[src/core/swt_pkg.sv]
// shared constants and carriers for the switch input tri-state / wetting registers
package swt_pkg;

    // register bus geometry
    localparam int ADDR_W = 7;                  // register address width
    localparam int DATA_W = 24;                 // register data width
    localparam int SP_N   = 8;                  // programmable inputs
    localparam int SG_N   = 14;                 // ground-only inputs
    localparam int IN_N   = SP_N + SG_N;        // all sensed inputs
    localparam int LVL_W  = 3;                  // level code width per input

    // register addresses
    localparam logic [ADDR_W-1:0] ADDR_SP_HIGH_Z = 7'h02;
    localparam logic [ADDR_W-1:0] ADDR_SG_HIGH_Z = 7'h03;
    localparam logic [ADDR_W-1:0] ADDR_SP_LEVEL  = 7'h04;

    // field positions in the read word
    localparam int FAULT_BIT = 23;              // fault status in programmable tri-state reads
    localparam int IRQ_BIT   = 22;              // interrupt flag in programmable tri-state reads

    // power-on defaults
    localparam logic [SP_N-1:0]     SP_HIGH_Z_RST = 8'hff;
    localparam logic [SG_N-1:0]     SG_HIGH_Z_RST = 14'h3fff;
    localparam logic [LVL_W-1:0]    LEVEL_RST     = 3'h6;        // 16 mA
    localparam logic [DATA_W-1:0]   SP_LEVEL_RST  = {SP_N{LEVEL_RST}};

    // wetting current per level code, in tenths of a milliamp
    localparam logic [7:0][7:0] LEVEL_DMA = {
        8'hc8, 8'ha0, 8'h8c, 8'h78, 8'h64, 8'h50, 8'h3c, 8'h14
    };

    // timing of the low-power poll
    localparam int CLK_HZ         = 50_000_000;   // sys_clk rate
    localparam int ACTIVE_POLL_NS = 55_000;       // sources on / sensing window
    localparam int ACTIVE_POLL_CYC = (ACTIVE_POLL_NS / 1000) * (CLK_HZ / 1_000_000);
    localparam int POLL_PERIOD_US = 64_000;       // sleep time between polls
    localparam int POLL_PERIOD_CYC = POLL_PERIOD_US * (CLK_HZ / 1_000_000);
    localparam int CNT_W          = 32;

    // register access request from the serial front end
    typedef struct packed {
        logic              wr;      // one-cycle write strobe
        logic              rd;      // one-cycle read strobe
        logic [ADDR_W-1:0] addr;    // register address
        logic [DATA_W-1:0] wdata;   // write data
    } swt_req_s;

    // poll sequencer states
    typedef enum logic [0:0] {
        POLL_SLEEP,
        POLL_ACTIVE
    } swt_poll_e;

endpackage

[src/core/swt_regs.sv]
`timescale 1ns/1ns
`default_nettype none

module swt_regs #(
    parameter int POLL_PERIOD = swt_pkg::POLL_PERIOD_CYC  // sleep cycles between polls
) (
    // clock and reset
    input  wire logic                                      sys_clk,
    input  wire logic                                      rst_n,
    // register access from the serial front end
    input  wire swt_pkg::swt_req_s                         req,
    output var  logic [swt_pkg::DATA_W-1:0]                rdata,
    output var  logic                                      rvalid,
    // status merged into programmable tri-state reads
    input  wire logic                                      fault_status,
    input  wire logic                                      interrupt_pending_flag,
    // mode and polarity from the device configuration
    input  wire logic                                      low_power_state,
    input  wire logic [swt_pkg::SP_N-1:0]                  sp_to_battery,
    // raw comparator outputs, asynchronous
    input  wire logic [swt_pkg::IN_N-1:0]                  cmp_raw,
    // current source controls
    output var  logic [swt_pkg::SP_N-1:0]                  sp_source_en,
    output var  logic [swt_pkg::SG_N-1:0]                  sg_source_en,
    output var  logic [swt_pkg::DATA_W-1:0]                sp_level,
    output var  logic [swt_pkg::SP_N-1:0][7:0]             sp_current_dma,
    // sensed switch state and low power events
    output var  logic [swt_pkg::IN_N-1:0]                  switch_closed,
    output var  logic                                      poll_active,
    output var  logic                                      wake_event
);
    import swt_pkg::*;

    // overview of this block
    // three host registers sit behind the serial front end
    // the front end hands over one decoded strobe per access
    // writes take effect at the edge that carries the strobe
    // reads are answered one cycle later with rvalid
    // tri-state bits gate the wetting current sources
    // level fields pick a current from a fixed table
    // comparators are sensed whether or not sources are on
    // low power mode runs a sleep and sense poll cycle
    // a change found at the end of a poll raises wake_event
    // hazards kept in mind
    // the comparator pins are not on this clock
    // so nothing reads them before two flip-flops
    // source enables lag the registers by one cycle
    // the host must allow that cycle before sensing

    // register storage
    logic [SP_N-1:0]    sp_high_z;      // programmable input tri-state bits
    logic [SG_N-1:0]    sg_high_z;      // ground input tri-state bits

    // comparator synchroniser
    logic [IN_N-1:0]    cmp_meta;       // first stage, read only by cmp_sync
    logic [IN_N-1:0]    cmp_sync;       // second stage, safe to use

    // poll sequencer
    swt_poll_e          poll_state;
    swt_poll_e          next_poll_state;
    logic [CNT_W-1:0]   poll_cnt;
    logic [CNT_W-1:0]   next_poll_cnt;
    logic [IN_N-1:0]    ref_closed;     // state seen at low power entry or at the previous decision
    logic               lpm_q;          // low power state one cycle ago

    // address decode
    wire hit_sp_z   = (req.addr == ADDR_SP_HIGH_Z);
    wire hit_sg_z   = (req.addr == ADDR_SG_HIGH_Z);
    wire hit_lvl    = (req.addr == ADDR_SP_LEVEL);
    wire wr_sp_z    = req.wr & hit_sp_z;
    wire wr_sg_z    = req.wr & hit_sg_z;
    wire wr_lvl     = req.wr & hit_lvl;

    // read words, unused bits tied to zero
    wire [DATA_W-1:0] rd_sp_z = {fault_status, interrupt_pending_flag,
                                 {(DATA_W-SP_N-2){1'b0}}, sp_high_z};
    wire [DATA_W-1:0] rd_sg_z = {{(DATA_W-SG_N){1'b0}}, sg_high_z};
    wire [DATA_W-1:0] rd_word = hit_sp_z ? rd_sp_z :
                                hit_sg_z ? rd_sg_z :
                                hit_lvl  ? sp_level :
                                {DATA_W{1'b0}};

    // switch closure: battery switch pulls high, ground switch pulls low
    wire [SP_N-1:0] sp_closed = ~(cmp_sync[SP_N-1:0] ^ sp_to_battery);
    wire [SG_N-1:0] sg_closed = ~cmp_sync[IN_N-1:SP_N];
    wire [IN_N-1:0] now_closed = {sg_closed, sp_closed};

    // low power entry and end of the active window
    wire lpm_enter   = low_power_state & ~lpm_q;
    wire active_last = (poll_state == POLL_ACTIVE) &&
                       (poll_cnt == CNT_W'(ACTIVE_POLL_CYC - 1));

    // source gating notes
    // a set tri-state bit always wins over the level code
    // the level field stays stored and readable meanwhile
    // clearing the bit brings the source back next cycle
    // in normal mode the gate stays open all the time
    // in low power the gate opens only in the sense window
    // tri-stated inputs stay dark in the window as well
    // their comparators are still sampled there
    // the source flops reset to off, not to the table
    // this keeps the pins quiet while reset is held
    // ground inputs share the same gate as programmable ones
    // no per-input timing is applied here
    // pulsed wetting belongs to another block
    // continuous wetting control is also outside
    // only on or off per input, plus a current value per programmable input, leave this block

    // sources: on where not tri-stated; in low power only during a poll
    wire src_gate = ~low_power_state | (poll_state == POLL_ACTIVE);
    wire [SP_N-1:0] next_sp_src = ~sp_high_z & {SP_N{src_gate}};
    wire [SG_N-1:0] next_sg_src = ~sg_high_z & {SG_N{src_gate}};

    // tri-state registers, written straight from the bus
    always_ff @(posedge sys_clk) begin
        if (!rst_n) begin
            sp_high_z <= SP_HIGH_Z_RST;
            sg_high_z <= SG_HIGH_Z_RST;
        end else begin
            if (wr_sp_z) begin
                sp_high_z <= req.wdata[SP_N-1:0];
            end
            if (wr_sg_z) begin
                sg_high_z <= req.wdata[SG_N-1:0];
            end
        end
    end

    // level register, all 24 bits live
    always_ff @(posedge sys_clk) begin
        if (!rst_n) begin
            sp_level <= SP_LEVEL_RST;
        end else if (wr_lvl) begin
            sp_level <= req.wdata;
        end
    end

    // per input level field to current lookup
    generate
        for (genvar n = 0; n < SP_N; n++) begin : g_level
            // input n takes bits 3n+2 down to 3n
            wire [LVL_W-1:0] code = sp_level[n*LVL_W +: LVL_W];
            always_ff @(posedge sys_clk) begin
                if (!rst_n) begin
                    sp_current_dma[n] <= LEVEL_DMA[LEVEL_RST];
                end else begin
                    sp_current_dma[n] <= LEVEL_DMA[code];
                end
            end
        end
    endgenerate

    // read path notes
    // the read word is chosen from the address alone
    // a read and a write in one cycle return the old value
    // status bits are sampled with the read strobe
    // they are not stored anywhere else in this block
    // unmapped addresses return an all zero word
    // unused bits inside mapped words read zero too
    // written values in unused bits are simply dropped
    // rdata holds until the next read strobe arrives
    // rvalid is a single cycle pulse per read
    // back to back reads give back to back pulses
    // nothing stalls, so no ready signal exists
    // the front end must take rdata with rvalid
    // or at any later cycle before the next read
    // rdata clears to zero during reset
    // rvalid stays low during reset

    // read answer, one cycle after the strobe
    always_ff @(posedge sys_clk) begin
        if (!rst_n) begin
            rdata  <= {DATA_W{1'b0}};
            rvalid <= 1'b0;
        end else begin
            rvalid <= req.rd;
            if (req.rd) begin
                rdata <= rd_word;
            end
        end
    end

    // comparator synchroniser, sensed regardless of tri-state
    always_ff @(posedge sys_clk) begin
        if (!rst_n) begin
            cmp_meta <= {IN_N{1'b0}};
            cmp_sync <= {IN_N{1'b0}};
        end else begin
            cmp_meta <= cmp_raw;
            cmp_sync <= cmp_meta;
        end
    end

    // reported switch state and source drives
    always_ff @(posedge sys_clk) begin
        if (!rst_n) begin
            switch_closed <= {IN_N{1'b0}};
            sp_source_en  <= {SP_N{1'b0}};
            sg_source_en  <= {SG_N{1'b0}};
        end else begin
            switch_closed <= now_closed;
            sp_source_en  <= next_sp_src;
            sg_source_en  <= next_sg_src;
        end
    end

    // poll sequencer notes
    // the sequencer idles in sleep while in normal mode
    // its counter is held at zero there
    // entering low power starts the sleep count
    // after the period the window opens
    // the window lasts a fixed number of cycles
    // on its last cycle the change decision is made
    // then the sequencer goes back to sleep
    // leaving low power aborts any window at once
    // an aborted window gives no wake event
    // the counter is wide enough for the longest period
    // the period is a parameter so tests can shorten it
    // the window length stays fixed in the package
    // poll_active mirrors the next state, so it is a flop
    // it rises on the first window cycle

    // poll sequencer: sleep for the period, then sense for the window
    always_comb begin
        next_poll_state = poll_state;
        next_poll_cnt   = poll_cnt + CNT_W'(1);
        case (poll_state)
            POLL_SLEEP: begin
                // leave sleep when the period has run out
                if (!low_power_state) begin
                    next_poll_cnt = {CNT_W{1'b0}};
                end else if (poll_cnt >= CNT_W'(POLL_PERIOD - 1)) begin
                    next_poll_state = POLL_ACTIVE;
                    next_poll_cnt   = {CNT_W{1'b0}};
                end
            end
            POLL_ACTIVE: begin
                // window over or low power left
                if (!low_power_state || active_last) begin
                    next_poll_state = POLL_SLEEP;
                    next_poll_cnt   = {CNT_W{1'b0}};
                end
            end
            default: begin
                next_poll_state = POLL_SLEEP;
                next_poll_cnt   = {CNT_W{1'b0}};
            end
        endcase
    end

    // sequencer state
    always_ff @(posedge sys_clk) begin
        if (!rst_n) begin
            poll_state <= POLL_SLEEP;
            poll_cnt   <= {CNT_W{1'b0}};
            lpm_q      <= 1'b0;
        end else begin
            poll_state <= next_poll_state;
            poll_cnt   <= next_poll_cnt;
            lpm_q      <= low_power_state;
        end
    end

    // change decision notes
    // the reference is the switch state on low power entry
    // each window end compares against that reference
    // then the reference takes the state just seen
    // so each wake reports a change since the last poll
    // all inputs are compared together as one word
    // tri-stated inputs take part in the compare
    // wake_event is a one cycle pulse
    // it rises with the first sleep cycle after a window
    // no wake is given in the middle of a window
    // no wake is given in normal mode
    // wake handling and mode exit lie outside this block
    // the host clears low power after the wake
    // the reference is refreshed on the next entry
    // reset clears the reference and the pulse

    // change decision at the window end, reference taken on entry
    always_ff @(posedge sys_clk) begin
        if (!rst_n) begin
            ref_closed  <= {IN_N{1'b0}};
            wake_event  <= 1'b0;
            poll_active <= 1'b0;
        end else begin
            poll_active <= (next_poll_state == POLL_ACTIVE);
            wake_event  <= 1'b0;
            if (lpm_enter) begin
                ref_closed <= now_closed;
            end else if (active_last && low_power_state) begin
                ref_closed <= now_closed;
                wake_event <= (now_closed != ref_closed);
            end
        end
    end

endmodule

`default_nettype wire

[config.mk]
export PLATFORM = sky130hd
export DESIGN_NAME = swt_regs
export DESIGN_NICKNAME = d
export VERILOG_FILES = /design/src/core/swt_pkg.sv /design/src/core/swt_regs.sv
export SDC_FILE = /design/constraint.sdc
export NUM_CORES = 1
export LEC_CHECK = 0
export BUFFER_PORTS_ARGS = -buffer_cell sky130_fd_sc_hd__buf_2
export CAP_MARGIN = 20
export CORE_MARGIN = 4
export CORE_UTILIZATION = 43
export CTS_BUF_LIST = sky130_fd_sc_hd__clkbuf_8
export CTS_CLUSTER_DIAMETER = 120
export DETAILED_ROUTE_END_ITERATION = 7
export PLACE_DENSITY = 0.69
export SLEW_MARGIN = 20
export SYNTH_ARGS = -nofsm -noshare
export SYNTH_HDL_FRONTEND = slang
export SYNTH_SLANG_ARGS = --single-unit
[constraint.sdc]
create_clock -name sys_clk -period 2.4 [get_ports sys_clk]
set_input_delay 0.24 -clock sys_clk [delete_from_list [all_inputs] [get_ports sys_clk]]
set_output_delay 0.24 -clock sys_clk [all_outputs]
set_load 0.1 [all_outputs]
# [Word level (Yosys, flattened, before mapping)]
# Memories as Yosys holds them, arrays and structs flattened. A register that Yosys moved wholly into a read port is not among the register bits.
# Index checks and enable logic that the tools add are counted.
[classes] n_reduce_logical=14 n_eq_ne=5 bitwise_logic=17 n_lt_le_gt_ge=1 add_sub_neg=1 n_mux=13
[ops] op="$mux W32" count=3
[ops] op="$mux W24" count=3
[ops] op="$pmux W32 S2" count=1
[ops] op="$mux W22" count=2
[ops] op="$add A32 B1 Y32 const B" count=1
[ops] op="$eq A32 B12 Y1 const B" count=1
[ops] op="$ge A32 B22 Y1 const B" count=1
[ops] op="$not A14 Y14" count=2
[ops] op="$ne A22 B22 Y1" count=1
[ops] op="$not A8 Y8" count=2
[ops] op="$and A14 B14 Y14" count=1
[ops] op="$eq A7 B2 Y1 const B" count=2
[ops] op="$logic_not A1 Y1" count=9
[ops] op="$and A8 B8 Y8" count=1
[ops] op="$xor A8 B8 Y8" count=1
[ops] op="$eq A7 B3 Y1 const B" count=1
[ops] op="$not A1 Y1" count=5
[ops] op="$and A1 B1 Y1" count=4
[ops] op="$mux W1" count=3
[ops] op="$reduce_or A3 Y1" count=1
[ops] op="$logic_and A1 B1 Y1" count=2
[ops] op="$pmux W1 S2" count=1
[ops] op="$reduce_bool A2 Y1" count=1
[ops] op="$logic_or A1 B1 Y1" count=1
[ops] op="$or A1 B1 Y1" count=1
[word_totals] wordCells=74 output_inout_bits=159 mem_count=8 ff_bits=216 rom_bits=512 inputBits=68
[memory_table] name="(no name shown)" words=8 width=8 rd=1 rd_clocked_by_memory_dff=1 write_ports=0 line_no="swt_regs.sv:147" text="sp_current_dma[n] <= LEVEL_DMA[code];"
[memory_table] name="(no name shown)" words=8 width=8 rd=1 rd_clocked_by_memory_dff=1 write_ports=0 line_no="swt_regs.sv:147"
[memory_table] name="(no name shown)" words=8 width=8 rd=1 rd_clocked_by_memory_dff=1 write_ports=0 line_no="swt_regs.sv:147"
[memory_table] name="(no name shown)" words=8 width=8 rd=1 rd_clocked_by_memory_dff=1 write_ports=0 line_no="swt_regs.sv:147"
[memory_table] name="(no name shown)" words=8 width=8 rd=1 rd_clocked_by_memory_dff=1 write_ports=0 line_no="swt_regs.sv:147"
[memory_table] name="(no name shown)" words=8 width=8 rd=1 rd_clocked_by_memory_dff=1 write_ports=0 line_no="swt_regs.sv:147"
[memory_table] name="+2 memories"

# [Depth between registers and ports, before layout]
[depth] ltp_word=5 mapped_depth=7 depth_no_buf=6

# [Worst setup path before layout]
# OpenSTA, ideal clock, no wires.
[synth_timing] path_type="register -> register" start="reg poll_active (netlist name)" end="reg poll_cnt[13]" period_less_slack_ns=2.358 t_required_ns=2.270 n_path_buf=1 path_stages_with_launch=7 arrival_time_ns=2.228 slack_ns=0.042 setup_ns=0.130 cell_sequence="dfxtp_1 -> nor4b_1 -> nand4_1 -> nor4_4 -> nand2b_1 -> clkbuf_1 -> nor3_1"
[synth_lines] element="to (signal assigned)" line_no="swt_regs.sv:255" text="poll_cnt <= {CNT_W{1'b0}};"
[synth_lines] element="to (signal assigned)" line_no="swt_regs.sv:259" text="poll_cnt <= next_poll_cnt;"
[synth_lines] element="to (decl)" line_no="swt_regs.sv:61" text="logic [CNT_W-1:0] poll_cnt;"

# [Worst setup path after layout]
[layout_timing] start="reg poll_cnt[0]" end="reg poll_cnt[18]"
[layout_via] elab_chain_cells=5 word_cells_on_any_way=9 classes_between="add/sub (1); order compare (1); eq/ne (1); mux (4); reduce/logical (2)"
[layout_rtl] element="branches (longest 4 deep; another with $add A32 B1 Y32)"
[layout_rtl] element="$pmux W32 S2 *" line_no="swt_regs.sv:227" text="case (poll_state)"
# Every way passes the cells marked *.
# A chain may end at the register's enable or synchronous reset.

==> impl_metrics.py <==
metrics = {
    "clock_tree": {
        "numClockSinks": 264,
        "cts_tree": "done",
        "clk_pin_slew_worst_paths_ps": 60,
        "post_cts_buffers": 0,
        "cts_buffers": 44,
        "htreeDepth": 2,
        "clk_root_buffer_cell": "clkbuf_8",
        "post_cts_resized": 0,
        "clock_latency_ps": 540,
        "clockBufferDepth": 3,
    },
    "die": {
        "core_area_um2": 22800,
        "num_io_pins": 227,
        "fp-row-count": 55,
        "fp.dieH_um": 161,
        "die_w_um": 161,
        "initial_core_util_pct": 43.9,
        "die_area_um2": 25800,
    },
    "yosys": {
        "syn_avg_cell_area_um2": 9.72,
        "synth_area_leaders": "dfxtp_1, nand2_1, and2_1",
        "synthArstFlopShare_pct": 0,
        "ys_types": 48,
        "synth-seq-cells": 264,
        "synth_top_area_cell": "dfxtp_1",
        "ys_seq_area_share_pct": 52.8,
        "ys.flop_type": "dfxtp_1",
        "postSynthCellCount": 1029,
        "netlist_area_um2": 10000,
        "yosys.area.top_type_share_pct": 52.8,
        "synth_edf_count": 0,
        "yosysWarnings": 0,
    },
    "detailed_routing": {
        "wl_per_cell_um": 14.9,
        "via_count": 7838,
        "wl_met2_mm": 11.3,
        "top_layer_used": "met4",
        "firstDrtPassIters": 5,
        "drtAntennaViolNets": 0,
        "route.final.wire_length_mm": 24.4,
        "met3_length_mm": 1.80,
        "avgViaCountPerCell": 4.79,
        "drtIter0Drc": 428,
        "drc_errors": 0,
        "drt-met1-wl_mm": 11.0,
    },
    "min_path": {
        "worst_hold_path_type": "input port to flip-flop",
    },
    "placement": {
        "place_congestion": 0.842,
        "hpwl_mm": 16.7,
        "place_area_um2": 11300,
        "numPortBuffers": 210,
    },
    "power": {
        "power_leakage_nw": 5.96,
        "ir_worst_vdd_mv": 0.404,
        "powerDensity_nw_per_um2": 747,
        "power_mw": 9.51,
    },
    "grt": {
        "grt_usage_pct": 18.5,
        "grt_pass1_wl_mm": 40.0,
        "overflow": 0,
        "antenna_found_initial": 0,
        "grt_pass1_vias": 7766,
        "grt_start_max_net_pins": 95,
    },
    "layout": {
        "nNetsFinal": 1393,
        "finalInstanceArea_um2": 12700,
        "syn2layout_area_growth_pct": 27.3,
        "antenna_cells": 0,
        "drive_above_1_share_pct": 24.2,
    },
    "flow_run": {
        "maxCapViolations": 0,
    },
    "setup_path": {
        "crit_fanout": 22,
        "worst_ep_required_time_ps": 2810,
        "crit_type": "flip-flop to flip-flop",
        "cp_data_arrival_time_ps": 2520,
        "end_kind": "flip-flop",
        "start_kind": "flip-flop",
    },
    "timing": {
        "slew_headroom_pct": 45.9,
        "worst_slew_pin_slew_ps": 812,
        "finalSetupViolations": 0,
        "drv_slew": 0,
        "rsz0062_at_grt": "no",
        "max_freq_ghz": 0.474,
        "min_period_ps": 2110,
        "tns_ps": 0,
        "fin_crit_sh_pct": 87.9,
        "fin_skew_ps": 22.1,
        "finalHoldViolCount": 0,
    },
    "outcome": {
        "outcome": "finished, final reports clean",
    },
}
## stage by stage
step	util [%]	instances	setup slack, ps	hold slack [ps]
floorplan	-	1044	42.1	364
global placement	49.8	1512	231	414
detailed placement	49.8	1512	190	423
CTS	55.9	1637	187	20.9
global route	55.9	1637	137	48.7
finish	55.9	1637	289	67.6
## worst paths after layout
kind                                        startpoint      endpoint  slack, ps  cells after the start
worst max-delay path                       poll_cnt[0]  poll_cnt[18]        290                      7
worst min-delay path            interrupt_pending_flag     rdata[22]         70                      4
worst max register to register             poll_cnt[0]  poll_cnt[18]        290                      7
worst min register to register             cmp_meta[5]   cmp_sync[5]        430                      1
## sequential cells by signal, indices dropped and copies added (netlist names), 8 cells and up
signal          flops
sp_current_dma     48
poll_cnt           32
rdata              24
sp_level           24
cmp_meta           22
cmp_sync           22
ref_closed         22
switch_closed      22
sg_high_z          14
sg_source_en       14
sp_high_z           8
sp_source_en        8
## what timing repair did
action	4_1_cts	5_1_grt
endpoints found under the hold margin	68	0
endpoints found under the setup margin	0	0
hold buffers	46	0
## cell usage after synthesis, types with 12 or more instances
| library cell | count |
|---|---|
| dfxtp_1 | 264 |
| nand2_1 | 164 |
| and2_1 | 76 |
| nand3_1 | 49 |
| clkbuf_1 | 42 |
| xor2_1 | 37 |
| inv_1 | 36 |
| ha_1 | 34 |
| nor3_1 | 31 |
| xnor2_1 | 31 |
| o21ai_0 | 30 |
| nor2_1 | 26 |
| o211a_1 | 19 |
| buf_4 | 17 |
| o211ai_1 | 17 |
| nor2b_1 | 15 |
| buf_2 | 13 |
| nand4_1 | 12 |
## final cells by class
class | count | area (um2)
Fill cell | 2008 | 10000
Sequential cell | 264 | 5290
Multi-Input combinational cell | 668 | 4280
Timing Repair Buffer | 277 | 1710
Clock buffer | 58 | 798
Tap cell | 313 | 392
Inverter | 36 | 135
Clock inverter | 21 | 131
## routing by layer
| metal | vias to the layer above | track usage, % |
|---|---|---|
| met5 | - | 0 |
| met4 | 0 | 4.93 |
| met3 | 31 | 5.77 |
| met2 | 236 | 30.1 |
| met1 | 3654 | 23.9 |
| li1 | 3917 | - |
## cell usage in the layout (no fill, tap or decap), drive strengths merged, types with 2 or more instances in the layout
cell type	count
and3	6
o21a	2
a22oi	8
nor3	32
nor4b	5
xnor2	31
mux2i	8
dfxtp	264
ha	34
xor2	37
o21ai	31
nor4	9
clkbuf	58
nand2b	10
and2	77
a21boi	16
or4	2
nor2b	15
nor2	26
nand2	164
clkinv	6
nand3	49
nand4	13
a21oi	10
mux2	14
inv	50
o211a	19
and4	5
dlygate4sd3	46
conb	16
a41oi	8
buf	231
o211ai	17
## cell families after synthesis
logic type	share of synthesized area, %
AO/OA/AOI/OAI	8.07
XOR/XNOR	5.95
adder cells (fa/ha/maj)	4.25
buffers and inverters	5.15
flip-flops	52.8
multiplexers	2.38
other	0.0375
AND/OR/NAND/NOR	21.3
## worst max-delay path: stages (launching register included)
cell and delay (ps):
dfxtp_1 410, ha_1 280, nand2_1 120, nor3_2 280, nand4_1 160, a311oi_2 320, buf_4 320, nor3_1 100
## where the power goes
part	internal [mW]	total, mW	switching, mW
Combinational	0.254	0.922	0.667
Sequential	4.50	4.55	0.0535
Clock	2.28	4.04	1.75
Total	7.04	9.51	2.48
Note: power is estimated with default switching activity, not from simulation.
